==> src/include/bus_hs_pkg.sv <==
// shared constants and state codes for the system bus handshake block.
// assumes one 100 MHz clock and pins already synchronous to it.
package bus_hs_pkg;

    // clock period in ns
    localparam int CLK_PERIOD_NS   = 10;
    // default length of the low phase of the address strobe, in cycles
    localparam int STROBE_CYC_DEF  = 2;
    // default delay from register select to acknowledge, in cycles
    localparam int ACK_DELAY_DEF   = 1;
    // default number of interrupt sources
    localparam int INT_SRC_W_DEF   = 16;
    // counter width for the strobe and acknowledge timers
    localparam int CNT_W           = 4;
    // pin levels of the active-low strobes
    localparam logic PIN_ACTIVE    = 1'b0;
    localparam logic PIN_IDLE      = 1'b1;
    // direction strobe levels
    localparam logic DIR_READ      = 1'b1;
    localparam logic DIR_WRITE     = 1'b0;
    // protocol select value for the processor-style bus
    localparam logic PROTO_PROC    = 1'b1;

    typedef enum logic [2:0] {
        M_IDLE   = 3'b000,
        M_REQ    = 3'b001,
        M_OWN    = 3'b010,
        M_STROBE = 3'b011,
        M_END    = 3'b100
    } master_state_e;

endpackage : bus_hs_pkg

==> src/bus_master_slave_handshake.sv <==
// bus master arbitration and strobes, register slave acknowledge and
// interrupt pin of the host port. pins are split into out, enable and in;
// the surrounding pad or bench resolves the wire. inputs are synchronous.

// Behaviour
// - address strobe rises to end cycle
// - direction high for read, low write
// - interrupt asserted when enabled source pending
// - masked sources never activate interrupt
// - bus request driven low when requesting
// - bus request released when not requesting
// - grant acknowledge low only when ownership possible
// - grant acknowledge needs grant received
// - grant acknowledge needs address strobe inactive
// - grant acknowledge needs both size acks inactive
// - size acks signal register access complete
module bus_master_slave_handshake #(
    parameter int STROBE_CYC = bus_hs_pkg::STROBE_CYC_DEF,
    parameter int ACK_DELAY  = bus_hs_pkg::ACK_DELAY_DEF,
    parameter int INT_SRC_W  = bus_hs_pkg::INT_SRC_W_DEF
) (
    input  wire logic                 core_clk_i,
    input  wire logic                 reset_i,
    // user side of the master
    input  wire logic                 mem_req_i,
    input  wire logic                 mem_read_i,
    output logic                      mem_done_o,
    // user side of the slave and interrupt
    input  wire logic                 bus_protocol_select_i,
    output logic                      reg_access_o,
    output logic                      reg_write_o,
    input  wire logic [INT_SRC_W-1:0] int_status_i,
    input  wire logic [INT_SRC_W-1:0] int_mask_i,
    // bus pins
    output logic                      address_strobe_o,
    output logic                      address_strobe_oe_o,
    input  wire logic                 address_strobe_i,
    output logic                      memory_direction_strobe_o,
    output logic                      memory_direction_strobe_oe_o,
    output logic                      bus_request_out_o,
    output logic                      bus_request_out_oe_o,
    input  wire logic                 bus_grant_in_n_i,
    output logic                      grant_acknowledge_o,
    output logic                      grant_acknowledge_oe_o,
    input  wire logic                 reg_select_i,
    input  wire logic                 slave_direction_in_i,
    output logic                      reg_size_ack_low_o,
    output logic                      reg_size_ack_low_oe_o,
    input  wire logic                 reg_size_ack_low_i,
    output logic                      reg_size_ack_high_o,
    output logic                      reg_size_ack_high_oe_o,
    input  wire logic                 reg_size_ack_high_i,
    output logic                      interrupt_o,
    output logic                      interrupt_oe_o
);
    import bus_hs_pkg::*;

    localparam logic [CNT_W-1:0] STROBE_LAST = CNT_W'(STROBE_CYC - 1);
    localparam logic [CNT_W-1:0] ACK_LAST    = CNT_W'(ACK_DELAY);

    master_state_e    state_r;
    master_state_e    state_nxt;
    logic [CNT_W-1:0] strobe_cnt_r;
    logic             read_r;
    logic [CNT_W-1:0] ack_cnt_r;
    logic             ack_on_r;
    logic             bus_free;
    logic             ack_start;

    assign bus_free = (bus_grant_in_n_i == PIN_ACTIVE) &&
                      (address_strobe_i == PIN_IDLE) &&
                      (reg_size_ack_low_i == PIN_IDLE) &&
                      (reg_size_ack_high_i == PIN_IDLE);

    always_comb begin
        state_nxt = state_r;
        unique case (state_r)
            M_IDLE: begin
                if (mem_req_i) begin
                    state_nxt = M_REQ;
                end
            end
            M_REQ: begin
                // take the bus only once free
                if (bus_free) begin
                    state_nxt = M_OWN;
                end
            end
            M_OWN: begin
                state_nxt = M_STROBE;
            end
            M_STROBE: begin
                if (strobe_cnt_r == STROBE_LAST) begin
                    state_nxt = M_END;
                end
            end
            M_END: begin
                state_nxt = M_IDLE;
            end
            default: begin
                state_nxt = M_IDLE;
            end
        endcase
    end

    always_ff @(posedge core_clk_i) begin
        if (reset_i) begin
            state_r <= M_IDLE;
        end else begin
            state_r <= state_nxt;
        end
    end

    always_ff @(posedge core_clk_i) begin
        if (reset_i) begin
            strobe_cnt_r <= '0;
        end else if (state_r == M_STROBE) begin
            strobe_cnt_r <= strobe_cnt_r + CNT_W'(1);
        end else begin
            strobe_cnt_r <= '0;
        end
    end

    always_ff @(posedge core_clk_i) begin
        if (reset_i) begin
            read_r <= 1'b0;
        end else if (state_r == M_IDLE && mem_req_i) begin
            read_r <= mem_read_i;
        end
    end

    // pin drivers follow the next state so each pin is a flop
    always_ff @(posedge core_clk_i) begin
        if (reset_i) begin
            bus_request_out_o            <= PIN_ACTIVE;
            bus_request_out_oe_o         <= 1'b0;
            grant_acknowledge_o          <= PIN_ACTIVE;
            grant_acknowledge_oe_o       <= 1'b0;
            address_strobe_o             <= PIN_IDLE;
            address_strobe_oe_o          <= 1'b0;
            memory_direction_strobe_o    <= DIR_READ;
            memory_direction_strobe_oe_o <= 1'b0;
            mem_done_o                   <= 1'b0;
        end else begin
            // request pulled low only while asking
            bus_request_out_o         <= PIN_ACTIVE;
            bus_request_out_oe_o      <= (state_nxt == M_REQ);
            grant_acknowledge_o       <= PIN_ACTIVE;
            grant_acknowledge_oe_o    <= (state_nxt == M_OWN) || (state_nxt == M_STROBE) ||
                                         (state_nxt == M_END);
            // strobes driven only under grant acknowledge
            address_strobe_oe_o       <= (state_nxt == M_OWN) || (state_nxt == M_STROBE) ||
                                         (state_nxt == M_END);
            memory_direction_strobe_oe_o <= (state_nxt == M_OWN) || (state_nxt == M_STROBE) ||
                                            (state_nxt == M_END);
            // strobe low for the cycle, high to end it
            address_strobe_o          <= (state_nxt == M_STROBE) ? PIN_ACTIVE : PIN_IDLE;
            if (state_nxt == M_OWN) begin
                memory_direction_strobe_o <= read_r ? DIR_READ : DIR_WRITE;
            end
            mem_done_o                <= (state_nxt == M_END);
        end
    end

    // slave side: acks only in processor-style protocol
    assign ack_start = reg_select_i && (bus_protocol_select_i == PROTO_PROC) &&
                       !ack_on_r && (ack_cnt_r == ACK_LAST);

    always_ff @(posedge core_clk_i) begin
        if (reset_i) begin
            ack_cnt_r <= '0;
        end else if (!reg_select_i || bus_protocol_select_i != PROTO_PROC) begin
            ack_cnt_r <= '0;
        end else if (ack_cnt_r != ACK_LAST) begin
            ack_cnt_r <= ack_cnt_r + CNT_W'(1);
        end
    end

    always_ff @(posedge core_clk_i) begin
        if (reset_i) begin
            ack_on_r     <= 1'b0;
            reg_access_o <= 1'b0;
            reg_write_o  <= 1'b0;
        end else begin
            // both acks low until the select drops
            if (ack_start) begin
                ack_on_r <= 1'b1;
            end else if (!reg_select_i) begin
                ack_on_r <= 1'b0;
            end
            reg_access_o <= ack_start;
            if (ack_start) begin
                reg_write_o <= (slave_direction_in_i == DIR_WRITE);
            end
        end
    end

    assign reg_size_ack_low_o     = PIN_ACTIVE;
    assign reg_size_ack_high_o    = PIN_ACTIVE;
    assign reg_size_ack_low_oe_o  = ack_on_r;
    assign reg_size_ack_high_oe_o = ack_on_r;

    // open collector interrupt, pulled low while enabled source pending
    always_ff @(posedge core_clk_i) begin
        if (reset_i) begin
            interrupt_oe_o <= 1'b0;
        end else begin
            interrupt_oe_o <= |(int_status_i & int_mask_i);
        end
    end
    assign interrupt_o = PIN_ACTIVE;

    property p_strobe_end;
        @(posedge core_clk_i) disable iff (reset_i)
        (state_r == M_STROBE && strobe_cnt_r == STROBE_LAST) |=>
            address_strobe_oe_o && address_strobe_o == PIN_IDLE ##1 !address_strobe_oe_o;
    endproperty
    a_strobe_end: assert property (p_strobe_end) else $error("strobe did not end cycle");

    property p_direction;
        @(posedge core_clk_i) disable iff (reset_i)
        memory_direction_strobe_oe_o |->
            memory_direction_strobe_o == (read_r ? DIR_READ : DIR_WRITE);
    endproperty
    a_direction: assert property (p_direction) else $error("direction strobe wrong");

    property p_int_on;
        @(posedge core_clk_i) disable iff (reset_i)
        (|(int_status_i & int_mask_i)) |=> interrupt_oe_o && interrupt_o == PIN_ACTIVE;
    endproperty
    a_int_on: assert property (p_int_on) else $error("interrupt not asserted");

    property p_int_masked;
        @(posedge core_clk_i) disable iff (reset_i)
        !(|(int_status_i & int_mask_i)) |=> !interrupt_oe_o;
    endproperty
    a_int_masked: assert property (p_int_masked) else $error("masked interrupt active");

    property p_request_low;
        @(posedge core_clk_i) disable iff (reset_i)
        (state_r == M_IDLE && mem_req_i) |=> bus_request_out_oe_o &&
            bus_request_out_o == PIN_ACTIVE;
    endproperty
    a_request_low: assert property (p_request_low) else $error("request not driven");

    property p_request_release;
        @(posedge core_clk_i) disable iff (reset_i)
        (state_r != M_REQ) |-> !bus_request_out_oe_o;
    endproperty
    a_request_release: assert property (p_request_release) else $error("request held");

    property p_gack_only_when_free;
        @(posedge core_clk_i) disable iff (reset_i)
        $rose(grant_acknowledge_oe_o) |-> $past(bus_free) && $past(state_r) == M_REQ;
    endproperty
    a_gack_only_when_free: assert property (p_gack_only_when_free) else $error("early gack");

    property p_gack_needs_grant;
        @(posedge core_clk_i) disable iff (reset_i)
        $rose(grant_acknowledge_oe_o) |-> $past(bus_grant_in_n_i) == PIN_ACTIVE;
    endproperty
    a_gack_needs_grant: assert property (p_gack_needs_grant) else $error("gack, no grant");

    property p_gack_needs_as_idle;
        @(posedge core_clk_i) disable iff (reset_i)
        $rose(grant_acknowledge_oe_o) |-> $past(address_strobe_i) == PIN_IDLE;
    endproperty
    a_gack_needs_as_idle: assert property (p_gack_needs_as_idle) else $error("strobe busy");

    property p_gack_needs_acks_idle;
        @(posedge core_clk_i) disable iff (reset_i)
        $rose(grant_acknowledge_oe_o) |->
            $past(reg_size_ack_low_i) == PIN_IDLE && $past(reg_size_ack_high_i) == PIN_IDLE;
    endproperty
    a_gack_needs_acks_idle: assert property (p_gack_needs_acks_idle) else $error("acks on");

    property p_ack_protocol;
        @(posedge core_clk_i) disable iff (reset_i)
        $rose(reg_size_ack_low_oe_o) |-> $past(reg_select_i) &&
            $past(bus_protocol_select_i) == PROTO_PROC ##1 reg_access_o == 1'b0;
    endproperty
    a_ack_protocol: assert property (p_ack_protocol) else $error("ack outside access");

    property p_strobe_under_gack;
        @(posedge core_clk_i) disable iff (reset_i)
        (address_strobe_oe_o || memory_direction_strobe_oe_o) |-> grant_acknowledge_oe_o;
    endproperty
    a_strobe_under_gack: assert property (p_strobe_under_gack) else $error("stray strobe");

endmodule : bus_master_slave_handshake

==> config.mk <==
export PLATFORM = sky130hd
export DESIGN_NAME = bus_master_slave_handshake
export DESIGN_NICKNAME = d
export VERILOG_FILES = /design/src/include/bus_hs_pkg.sv /design/src/bus_master_slave_handshake.sv
export SDC_FILE = /design/constraint.sdc
export NUM_CORES = 1
export LEC_CHECK = 0
export BUFFER_PORTS_ARGS = -buffer_cell sky130_fd_sc_hd__buf_2
export CAP_MARGIN = 20
export CORE_MARGIN = 4
export CORE_UTILIZATION = 44
export CTS_CLUSTER_DIAMETER = 100
export CTS_CLUSTER_SIZE = 14
export DETAILED_ROUTE_END_ITERATION = 10
export PLACE_DENSITY = 0.78
export SLEW_MARGIN = 20
export SYNTH_ARGS = -nofsm -noshare
export SYNTH_HDL_FRONTEND = slang
export SYNTH_SLANG_ARGS = --single-unit
==> constraint.sdc <==
create_clock -name core_clk_i -period 2.4 [get_ports core_clk_i]
set_clock_uncertainty 0.1 [all_clocks]
set_input_delay 0.12 -clock core_clk_i [delete_from_list [all_inputs] [get_ports core_clk_i]]
set_output_delay 0.12 -clock core_clk_i [all_outputs]
set_load 0.03 [all_outputs]
==> qor.csv, run 1 <==
metric;value;unit
die width;54.37;um
CTS tree;yes;
layout cells sized above 1;42.86;%
critical path class;flip-flop to flip-flop;
EDFF count, synth;0;
clock latency on the worst-skew pair;0.30;ns
Num CTS Buffers;3;
Hold Path Stages;2;
WP data required;2.52;ns
drt total wl;2044;um
Filler cells;183;
initial core utilization;47.25;%
max_cap viols;0;
remaining global-route overflow;0;
Total GRT Usage;15.47;%
Final setup viols;0;
maximum vdd drop;0.2522;mV
drt pass-1 iters;3;
status;complete, no violations;
element type at the critical path end;flip-flop;
final core occ;62.31;%
die area;0.002956;sq mm
Period minus WS final;1.682;ns
Synth warnings;0;
CP max FO;5;
syn avg cell area;9.555;sq um
Reg clk slew, reported paths;0.12;ns
clock sink count;21;
# IOs;60;
reg2reg path depth;5;
Fin Setup TNS;0;ns
worst-path cell with the longest stage delay;or3b_1;
Fmax achieved;594.7;MHz
Vias;892;
routability cong.;0.7806;
initial DRC count;4;
# rows;16;
DRC viols;0;
CP peak stage delay;0.47;ns
Cell variety after synth;34;
DR WL/cell;11.29;um
Async SR Flop Fraction;0;%
synthesis-stage register bit count;21;
core area;0.002002;sq mm
P&R area growth vs syn;31.88;%
Slew Limit Fails;0;
Final #Nets;202;
DP Worst Slack;0.7105;ns
RSZ-0062 raised after global routing;false;
element type at the critical path start;flip-flop;
CTS Buffer Depth;2;
Netlist Area Pre-Place;945.9;sq um
Final Hold Fails;0;
antenna violations before repair;0;
first-pass GRT wire length;3312;um
number of global-route vias before repair;862;
DPL Wire Length;1747;um
Post CTS Setup Buffer Count;0;
# port buffers;54;
share of the yosys chip area belonging to registers;44.44;%
Mapped Cells;99;
antenna diode count;0;
Critical Path Stages;5;
crit-path cells;ha_1 > or3b_1 > nor3_4 > nor2_1 > a211oi_2;
Pwr Density;497.6;mW/mm^2
die height;54.37;um
CP arrival;1.80;ns
WP buf/inv;0;
root buffer cell;clkbuf_4;
hold crit path type;input pin to flip-flop;
largest net degree at the start of global routing;13;
Final Cycle Share;70.06;%
WHS;0.03376;ns
Detail Route Antenna Nets;0;
Pleak;0.5872;nW
top_reg_cell synth;dfxtp_1;
delay-heaviest family, CP;simple AND/OR/NAND/NOR gates;
H-tree depth;1;
Vias/cell;4.928;
Final WS setup;0.7185;ns
[timing repair]
action,in CTS,in global routing
hold buffers,3,0
endpoints found under the hold margin,3,0
resized for setup,0,0
[where the power goes]
group / internal (mW) / total (mW) / switching, mW
Sequential: 0.356 / 0.361 / 0.00519
Combinational: 0.0478 / 0.0967 / 0.0489
Clock: 0.0620 / 0.163 / 0.101
Total: 0.466 / 0.621 / 0.155
[final cells by class]
cell class	count	area, sq um	share of cell area [%]
multi-input combinational	69	454.2	36.41
sequential	21	420.4	33.70
timing repair buffer	57	300.3	24.07
tap	27	33.78	2.708
clock buffer	3	22.52	1.805
inverter	3	11.26	0.9027
clock inverter	1	5.005	0.4012
[synth_stat cells, types with 2 or more instances]
master	n	share of area (%)
dfxtp_1	21	44
a22oi_1	2	1.6
a22o_1	3	2.8
o21ai_0	2	1.1
a221oi_1	3	2.8
xor2_1	2	1.9
ha_1	4	5.3
a21oi_1	3	1.6
nand3_1	3	1.6
nand2_1	4	1.6
inv_1	3	1.2
or2_2	3	2.0
buf_4	8	6.3
nor2_1	17	6.7
xnor2_1	2	1.9
[state kept, by name, indices dropped and copies added, names as in the netlist]
signal                     cells
ack_cnt_r                      4
reg_write_o                    1
state_r                        3
bus_request_out_oe_o           1
reg_size_ack_high_oe_o         1
read_r                         1
mem_done_o                     1
interrupt_oe_o                 1
reg_access_o                   1
address_strobe_o               1
grant_acknowledge_oe_o         1
strobe_cnt_r                   4
memory_direction_strobe_o      1
[kinds of logic after synthesis]
logic type	after synthesis	synth area share [%]
AND/OR/NAND/NOR	35	19.71
flip-flops	21	44.44
AO/OA/AOI/OAI	19	15.08
buffers and inverters	13	9.127
adder cells (fa/ha/maj)	4	5.291
XOR/XNOR	4	3.704
multiplexers	2	2.249
other	1	0.3964
[metrics by stage]
step	cell area, sq um	total power, mW	std cells
after floorplan	960.9	0.4276	103
after global placement	1190	0.4603	174
after detailed placement	1190	0.4632	174
after CTS	1247	0.6331	181
after global routing	1247	0.6553	181
final	1247	0.6208	181
[cells in the final DEF (no fill, tap or decap), drive strengths merged, types with 2 or more instances in the layout]
| master | n |
|---|---|
| a211oi | 2 |
| a21oi | 3 |
| a221oi | 3 |
| a22o | 3 |
| a22oi | 2 |
| buf | 54 |
| clkbuf | 3 |
| conb | 5 |
| dfxtp | 21 |
| dlygate4sd3 | 3 |
| ha | 4 |
| inv | 3 |
| nand2 | 4 |
| nand3 | 3 |
| nor2 | 17 |
| o21ai | 2 |
| or2 | 3 |
| xnor2 | 2 |
| xor2 | 2 |
[worst paths after layout]
check | start | endpoint | slack, ns
max reg2reg | ack_cnt_r[0]$_SDFFE_PP0N_ | reg_write_o$_SDFFE_PP0P_ | 0.72
min reg2reg | memory_direction_strobe_o$_SDFFE_PP1N_ | memory_direction_strobe_o$_SDFFE_PP1N_ | 0.36
min | reset_i | state_r[1]$_SDFF_PP0_ | 0.03
max | ack_cnt_r[0]$_SDFFE_PP0N_ | reg_write_o$_SDFFE_PP0P_ | 0.72
[layer usage]
metal	up-vias	share of wire (%)	GRT usage, %
met5	-	0	0
met4	0	0.83	6.224
met2	45	50	26.89
li1	443	-	-
met1	402	38	17.00
met3	2	12	5.450
(Power assumes the default switching activity.)
==> run 2: changes to the inputs <==
Settings changed: ABC_AREA from default to 1, CORE_UTILIZATION 44 to 38, PLACE_DENSITY 0.78 to 0.7.
Clock period 2.4 ns to 1.45 ns, I/O delays scaled along.
==> run 2 against run 1 <==
Compared with the run above: final area grew 8.7%; final cell count increased by 24%; setup slack worse by 0.47 ns; synthesized area rose by 7.7%; sequential share of layout area is 2.7 points lower; sequential power rose by 66%; highest routed layer unchanged; critical path depth up 4; maximum frequency is 40% higher; die area rose by 21%; clock power increased by 69%; total power is 70% higher; synthesized cell count increased by 37%.
==> qor.csv, run 2 <==
metric;value;unit;change
RSZ-0062 raised after global routing;false;;
drt total wl;2100;um;+2.7%
Multi-input gate area;490.5;sq um;+8.0%
Hold Path Stages;7;;+5
critical path class;flip-flop to flip-flop;;
Detail Route Antenna Nets;0;;unchanged
Design Power;1.058;mW;+70%
Cell variety after synth;25;;-26%
element type at the critical path end;flip-flop;;
Gate power share;17.3;%;+1.7 points
Async SR Flop Fraction;0;%;unchanged
first-pass GRT wire length;3574;um;+7.9%
antenna violations before repair;0;;unchanged
Final #Nets;243;;+20%
Register Area;420.4;sq um;unchanged
routability cong.;0.7893;;+1.1%
remaining global-route overflow;0;;unchanged
Slew Limit Fails;0;;unchanged
# port buffers;54;;unchanged
Clock power frac;26.1;%;about the same
CTS tree;yes;;
WP data required;1.60;ns;-0.92 ns
layout cells sized above 1;35.38;%;-7.5 points
Post-Synth XOR/XNOR Area;2.580;%;-1.1 points
status;complete, no violations;;
Vias;1000;;+12%
CP arrival;1.35;ns;-0.45 ns
number of global-route vias before repair;929;;+7.8%
main combinational cell family by area after synthesis;simple AND/OR/NAND/NOR gates;;
H-tree depth;1;;unchanged
Vias/cell;4.444;;-9.8%
Critical Path Source;strobe_cnt_r[1]$_SDFF_PP0_;;
Synth top cells by count;nand2_1 (39), dfxtp_1 (21), nor2_1 (17);;
Sw Share;26.30;%;+1.4 points
share of power burned in registers;56.6;%;-1.6 points
antenna diode count;0;;unchanged
drt pass-1 iters;4;;+1
Compound-Gate Fraction of Synth Area;4.545;%;-11 points
largest net degree at the start of global routing;12;;-1
core area;0.002522;sq mm;+26%
reg2reg path depth;9;;+4
hold-critical path endpoint;interrupt_oe_o$_SDFF_PP0_;;
Hold Startpoint;int_mask_i[15];;
maximum vdd drop;0.4253;mV;+69%
r2r startpoint;strobe_cnt_r[1]$_SDFF_PP0_;;
DR WL/cell;9.333;um;-17%
P&R area growth vs syn;33.17;%;
R2R setup slack;0.25;ns;-0.47 ns
element type at the critical path start;flip-flop;;
Switch Pwr;0.2783;mW;+80%
top_reg_cell synth;dfxtp_1;;
most common cell after layout, fill and taps aside;buf_2;;
synth top area cells;dfxtp_1 (41%), nand2_1 (14%), nor2_1 (6.3%), buf_4 (5.9%), ha_1 (4.9%);;
clock sink count;21;;unchanged
synthesis-stage register bit count;21;;unchanged
die area;0.003572;sq mm;+21%
share of the yosys chip area belonging to registers;41.28;%;-3.2 points
Yosys top cell by area;dfxtp_1;;
# rows;18;;+2
die width;59.77;um;+9.9%
Reg clk slew, reported paths;0.11;ns;about the same
Pwr Density;780.1;mW/mm^2;+57%
Synth Area in Simple Gates;34.28;%;+15 points
Period minus WS final;1.200;ns;-0.4813 ns
Pleak;0.6916;nW;+18%
Num CTS Buffers;3;;unchanged
DPL Wire Length;1737;um;-0.57%
Final Cycle Share;82.78;%;+13 points
Mapped Cells;136;;+37%
post-synthesis adder-cell area fraction;4.914;%;-0.38 points
hold crit path type;input pin to flip-flop;;
CTS Buffer Depth;2;;unchanged
DRC viols;0;;unchanged
die height;59.77;um;+9.9%
Synth warnings;0;;unchanged
initial core utilization;40.38;%;-6.9 points
Total GRT Usage;12.62;%;-2.9 points
CP max FO;4;;-1
Largest regs;ack_cnt_r x4, strobe_cnt_r x4, state_r x3;;
Filler cells;249;;+36%
root buffer cell;clkbuf_4;;
syn avg cell area;7.489;sq um;-22%
most frequent cells in the layout;buf_2 (54), nand2_1 (39), dfxtp_1 (21), nor2_1 (17), nand3_1 (8);;
reg-to-reg endpoint;state_r[0]$_SDFF_PP0_;;
cts repair resizes;0;;unchanged
Final setup viols;0;;unchanged
multiplexer area fraction after synthesis;0;%;-2.2 points
Fmax achieved;833.1;MHz;+40%
Final Hold Fails;0;;unchanged
Netlist Area Pre-Place;0.001018;sq mm;+7.7%
max_cap viols;0;;unchanged
Fin Setup TNS;0;ns;unchanged
EDFF count, synth;0;;unchanged
initial DRC count;11;;+7
clock latency on the worst-skew pair;0.29;ns;about the same
count leader, synth;nand2_1;;
Pint;0.7797;mW;+67%
# IOs;60;;unchanged
top-area cell type share of the netlist area;41.28;%;-3.2 points
run 2: cells by family after synthesis:
family          count (synthesis)
simple gates                   77
buf+inv                        22
flops                          21
compound gates                  8
fa+ha+maj                       4
xor+xnor                        3
other cells                     1
run 2: layout make-up:
type | count | area share (%)
well taps | 30 | 2.768
repair buffers | 60 | 24.35
flip-flops and latches | 21 | 31.00
inverters | 13 | 3.782
multi-input cells | 97 | 36.16
clock buffers | 4 | 1.937
run 2: per-layer routing:
metal	share of wire (%)	global-route usage, %
met1	41	15.11
met2	49	22.38
met3	9.6	2.592
met4	0.67	3.797
met5	0	0
run 2: repair_timing:
| action | 4_1_cts | 5_1_grt |
|---|---|---|
| hold endpoints to repair | 12 | 0 |
| setup buffers | 0 | 0 |
| hold buffers | 6 | 0 |
| setup endpoints to repair | 0 | 0 |
run 2: critical path, cell delays in order (launching register included):
cell and delay [ns]:
dfxtp_1 0.37, inv_1 0.05, ha_1 0.17, nand2_1 0.06, clkinv_1 0.05, nand2_1 0.10
nand2_1 0.08, nand3_1 0.09, nand2_1 0.05, inv_1 0.04
run 2: worst max-delay path by stage:
stage	to	slack [ns]
floorplan	state_r[0]$_SDFF_PP0_	0.35
global placement	state_r[0]$_SDFF_PP0_	0.32
detailed placement	state_r[0]$_SDFF_PP0_	0.26
CTS	state_r[0]$_SDFF_PP0_	0.24
global route	reg_write_o$_SDFFE_PP0P_	0.12
finish	state_r[0]$_SDFF_PP0_	0.25
run 2: power by group through the flow:
stage | sequential, mW | clock [mW] | combinational [mW]
floorplan | 0.625 | 0 | 0.0982
global placement | 0.612 | 0 | 0.166
detailed placement | 0.612 | 0 | 0.171
CTS | 0.599 | 0.285 | 0.184
global route | 0.601 | 0.309 | 0.204
finish | 0.599 | 0.276 | 0.183
run 2: metrics by stage:
| step | hold WS (ns) | worst slack (ns) | utilization [%] | instances | instance area (sq um) |
|---|---|---|---|---|---|
| floorplan | 0.1172 | 0.3527 | - | 140 | 1033 |
| global placement | 0.2160 | 0.3172 | 50.35 | 215 | 1270 |
| detailed placement | 0.2373 | 0.2647 | 50.35 | 215 | 1270 |
| CTS | 0.04351 | 0.2371 | 53.77 | 225 | 1356 |
| global route | 0.07579 | 0.1181 | 53.77 | 225 | 1356 |
| finish | 0.04874 | 0.2497 | 53.77 | 225 | 1356 |
==> run 3: changes to the inputs <==
Clock period 1.45 ns to 1.1 ns, I/O delays scaled along.
==> run 3 against run 2 <==
Compared with the run above: the flow now finishes with violations (setup timing); sequential share of layout area is 2.8 points lower; first-iteration DRC count increased by 27%; final cell count is 2.2% higher; highest routed layer unchanged.
==> qor.csv, run 3 (synthesis results as in run 2) <==
metric;value;unit;change
status;finished, violations left;;
violated checks;setup timing;;
antenna diode count;0;;unchanged
Multi-input gate area;609.3;sq um;+24%
Final Hold Fails;0;;unchanged
initial DRC count;14;;+3
element type at the critical path end;flip-flop;;
Final WS setup;-0.006035;ns;-0.2558 ns
Register Area;432.9;sq um;+3.0%
clock sink count;21;;unchanged
remaining global-route overflow;0;;unchanged
CTS Buffer Depth;2;;unchanged
DP Worst Slack;-0.06593;ns;-0.3306 ns
Finished Cell Area;0.001536;sq mm;+13%
# port buffers;54;;unchanged
Detail Route Antenna Nets;0;;unchanged
CP max FO;3;;-1
Vias/cell;4.496;;+1.2%
Largest regs;ack_cnt_r x4, strobe_cnt_r x4, state_r x3;;
routability cong.;0.8110;;+2.7%
WP data required;1.24;ns;-0.36 ns
Slew Limit Fails;0;;unchanged
Num CTS Buffers;3;;unchanged
die height;59.77;um;unchanged
RSZ-0062 raised after global routing;true;;
Pleak;0.7430;nW;+7.4%
CP arrival;1.25;ns;-0.10 ns
Final Cycle Share;100.5;%;+18 points
number of global-route vias before repair;1068;;+15%
layout cells sized above 1;50.00;%;+15 points
DPL Wire Length;1807;um;+4.0%
critical path class;flip-flop to flip-flop;;
P&R area growth vs syn;50.86;%;
hold crit path type;input pin to flip-flop;;
max_cap viols;0;;unchanged
largest net degree at the start of global routing;13;;+1
Reg clk slew, reported paths;0.12;ns;about the same
placed cell areas;0.001300;sq mm;+2.4%
DR WL/cell;10.06;um;+7.8%
Final setup viols;1;;+1
clock latency on the worst-skew pair;0.30;ns;about the same
Vias;1034;;+3.4%
CTS tree;yes;;
Filler cells;222;;-11%
# rows;18;;unchanged
antenna violations before repair;0;;unchanged
Pwr Density;931.0;mW/mm^2;+19%
maximum vdd drop;0.5965;mV;+40%
Period minus WS final;1.106;ns;-0.09423 ns
drt pass-1 iters;4;;unchanged
# IOs;60;;unchanged
Final #Nets;248;;+2.1%
DRC viols;0;;unchanged
element type at the critical path start;flip-flop;;
most common cell after layout, fill and taps aside;buf_2;;
Total GRT Usage;14.04;%;+1.4 points
initial core utilization;40.38;%;unchanged
H-tree depth;1;;unchanged
first-pass GRT wire length;3960;um;+11%
Fmax achieved;904.1;MHz;+8.5%
core area;0.002522;sq mm;unchanged
drt total wl;2314;um;+10%
die width;59.77;um;unchanged
most frequent cells in the layout;buf_2 (53), nand2_1 (35), nor2_1 (15), dfxtp_1 (13);;
root buffer cell;clkbuf_4;;
die area;0.003572;sq mm;unchanged
run 3: cell types whose count changed in the layout (fill, tap and decap cells not counted), moves of 3 or more:
cell,change
buf_4,+5
dfxtp_1,-8
dfxtp_2,+7
ha_1,-4
ha_4,+3
nand2_1,-4
run 3: area by class of cell:
class                      instances  area share [%]
multi-input combinational         97           39.66
sequential                        21           28.18
timing repair buffer              65           24.35
inverter                          13           3.583
tap                               30           2.443
clock buffer                       3           1.466
clock inverter                     1          0.3257
run 3: path summary, 6_finish.rpt:
| path | start | end | slack, ns | cells past startpoint |
|---|---|---|---|---|
| max reg2reg | strobe_cnt_r[0]$_SDFF_PP0_ | strobe_cnt_r[3]$_SDFF_PP0_ | -0.006 | 4 |
| min reg2reg | memory_direction_strobe_o$_SDFFE_PP1N_ | memory_direction_strobe_o$_SDFFE_PP1N_ | 0.38 | 2 |
| max | strobe_cnt_r[0]$_SDFF_PP0_ | strobe_cnt_r[3]$_SDFF_PP0_ | -0.006 | 4 |
| min | int_mask_i[14] | interrupt_oe_o$_SDFF_PP0_ | 0.02 | 7 |
run 3: routing by layer:
layer / routed length, um / track usage (%) / up-vias
met3: 186 / 2.592 / 6
met4: 49 / 4.747 / 0
met2: 1152 / 25.93 / 43
li1: - / - / 541
met1: 926 / 15.90 / 444
met5: 0 / 0 / -
run 3: where the power goes:
part | switching [mW] | internal, mW | total [mW]
registers | 0.0117 | 0.777 | 0.789
logic | 0.148 | 0.124 | 0.272
clock network | 0.234 | 0.136 | 0.370
run 3: timing repair:
item / 4_1_cts / 5_1_grt
endpoints found under the setup margin: 5 / 13
hold buffers: 6 / 0
pin swaps: 3 / 7
setup buffers: 0 / 1
resized for setup: 18 / 22
hold endpoints to repair: 13 / 0
run 3: metrics by stage:
| stage | power (mW) | std cells | hold WS [ns] | utilization [%] | TNS, ns |
|---|---|---|---|---|---|
| floorplan | 0.9529 | 140 | 0.09969 | - | 0 |
| global placement | 1.028 | 219 | 0.1978 | 51.54 | -0.009131 |
| detailed placement | 1.036 | 219 | 0.2182 | 51.54 | -0.09772 |
| CTS | 1.424 | 229 | 0.01248 | 57.14 | -0.01083 |
| global route | 1.488 | 230 | 0.04379 | 60.91 | -0.3403 |
| finish | 1.430 | 230 | 0.01757 | 60.91 | -0.006035 |
run 3: worst max-delay path, cell delays in order (launching register included):
cell and delay [ns]:
dfxtp_4 0.38, buf_6 0.10, nand3_1 0.08, or2_1 0.25
a21oi_2 0.14
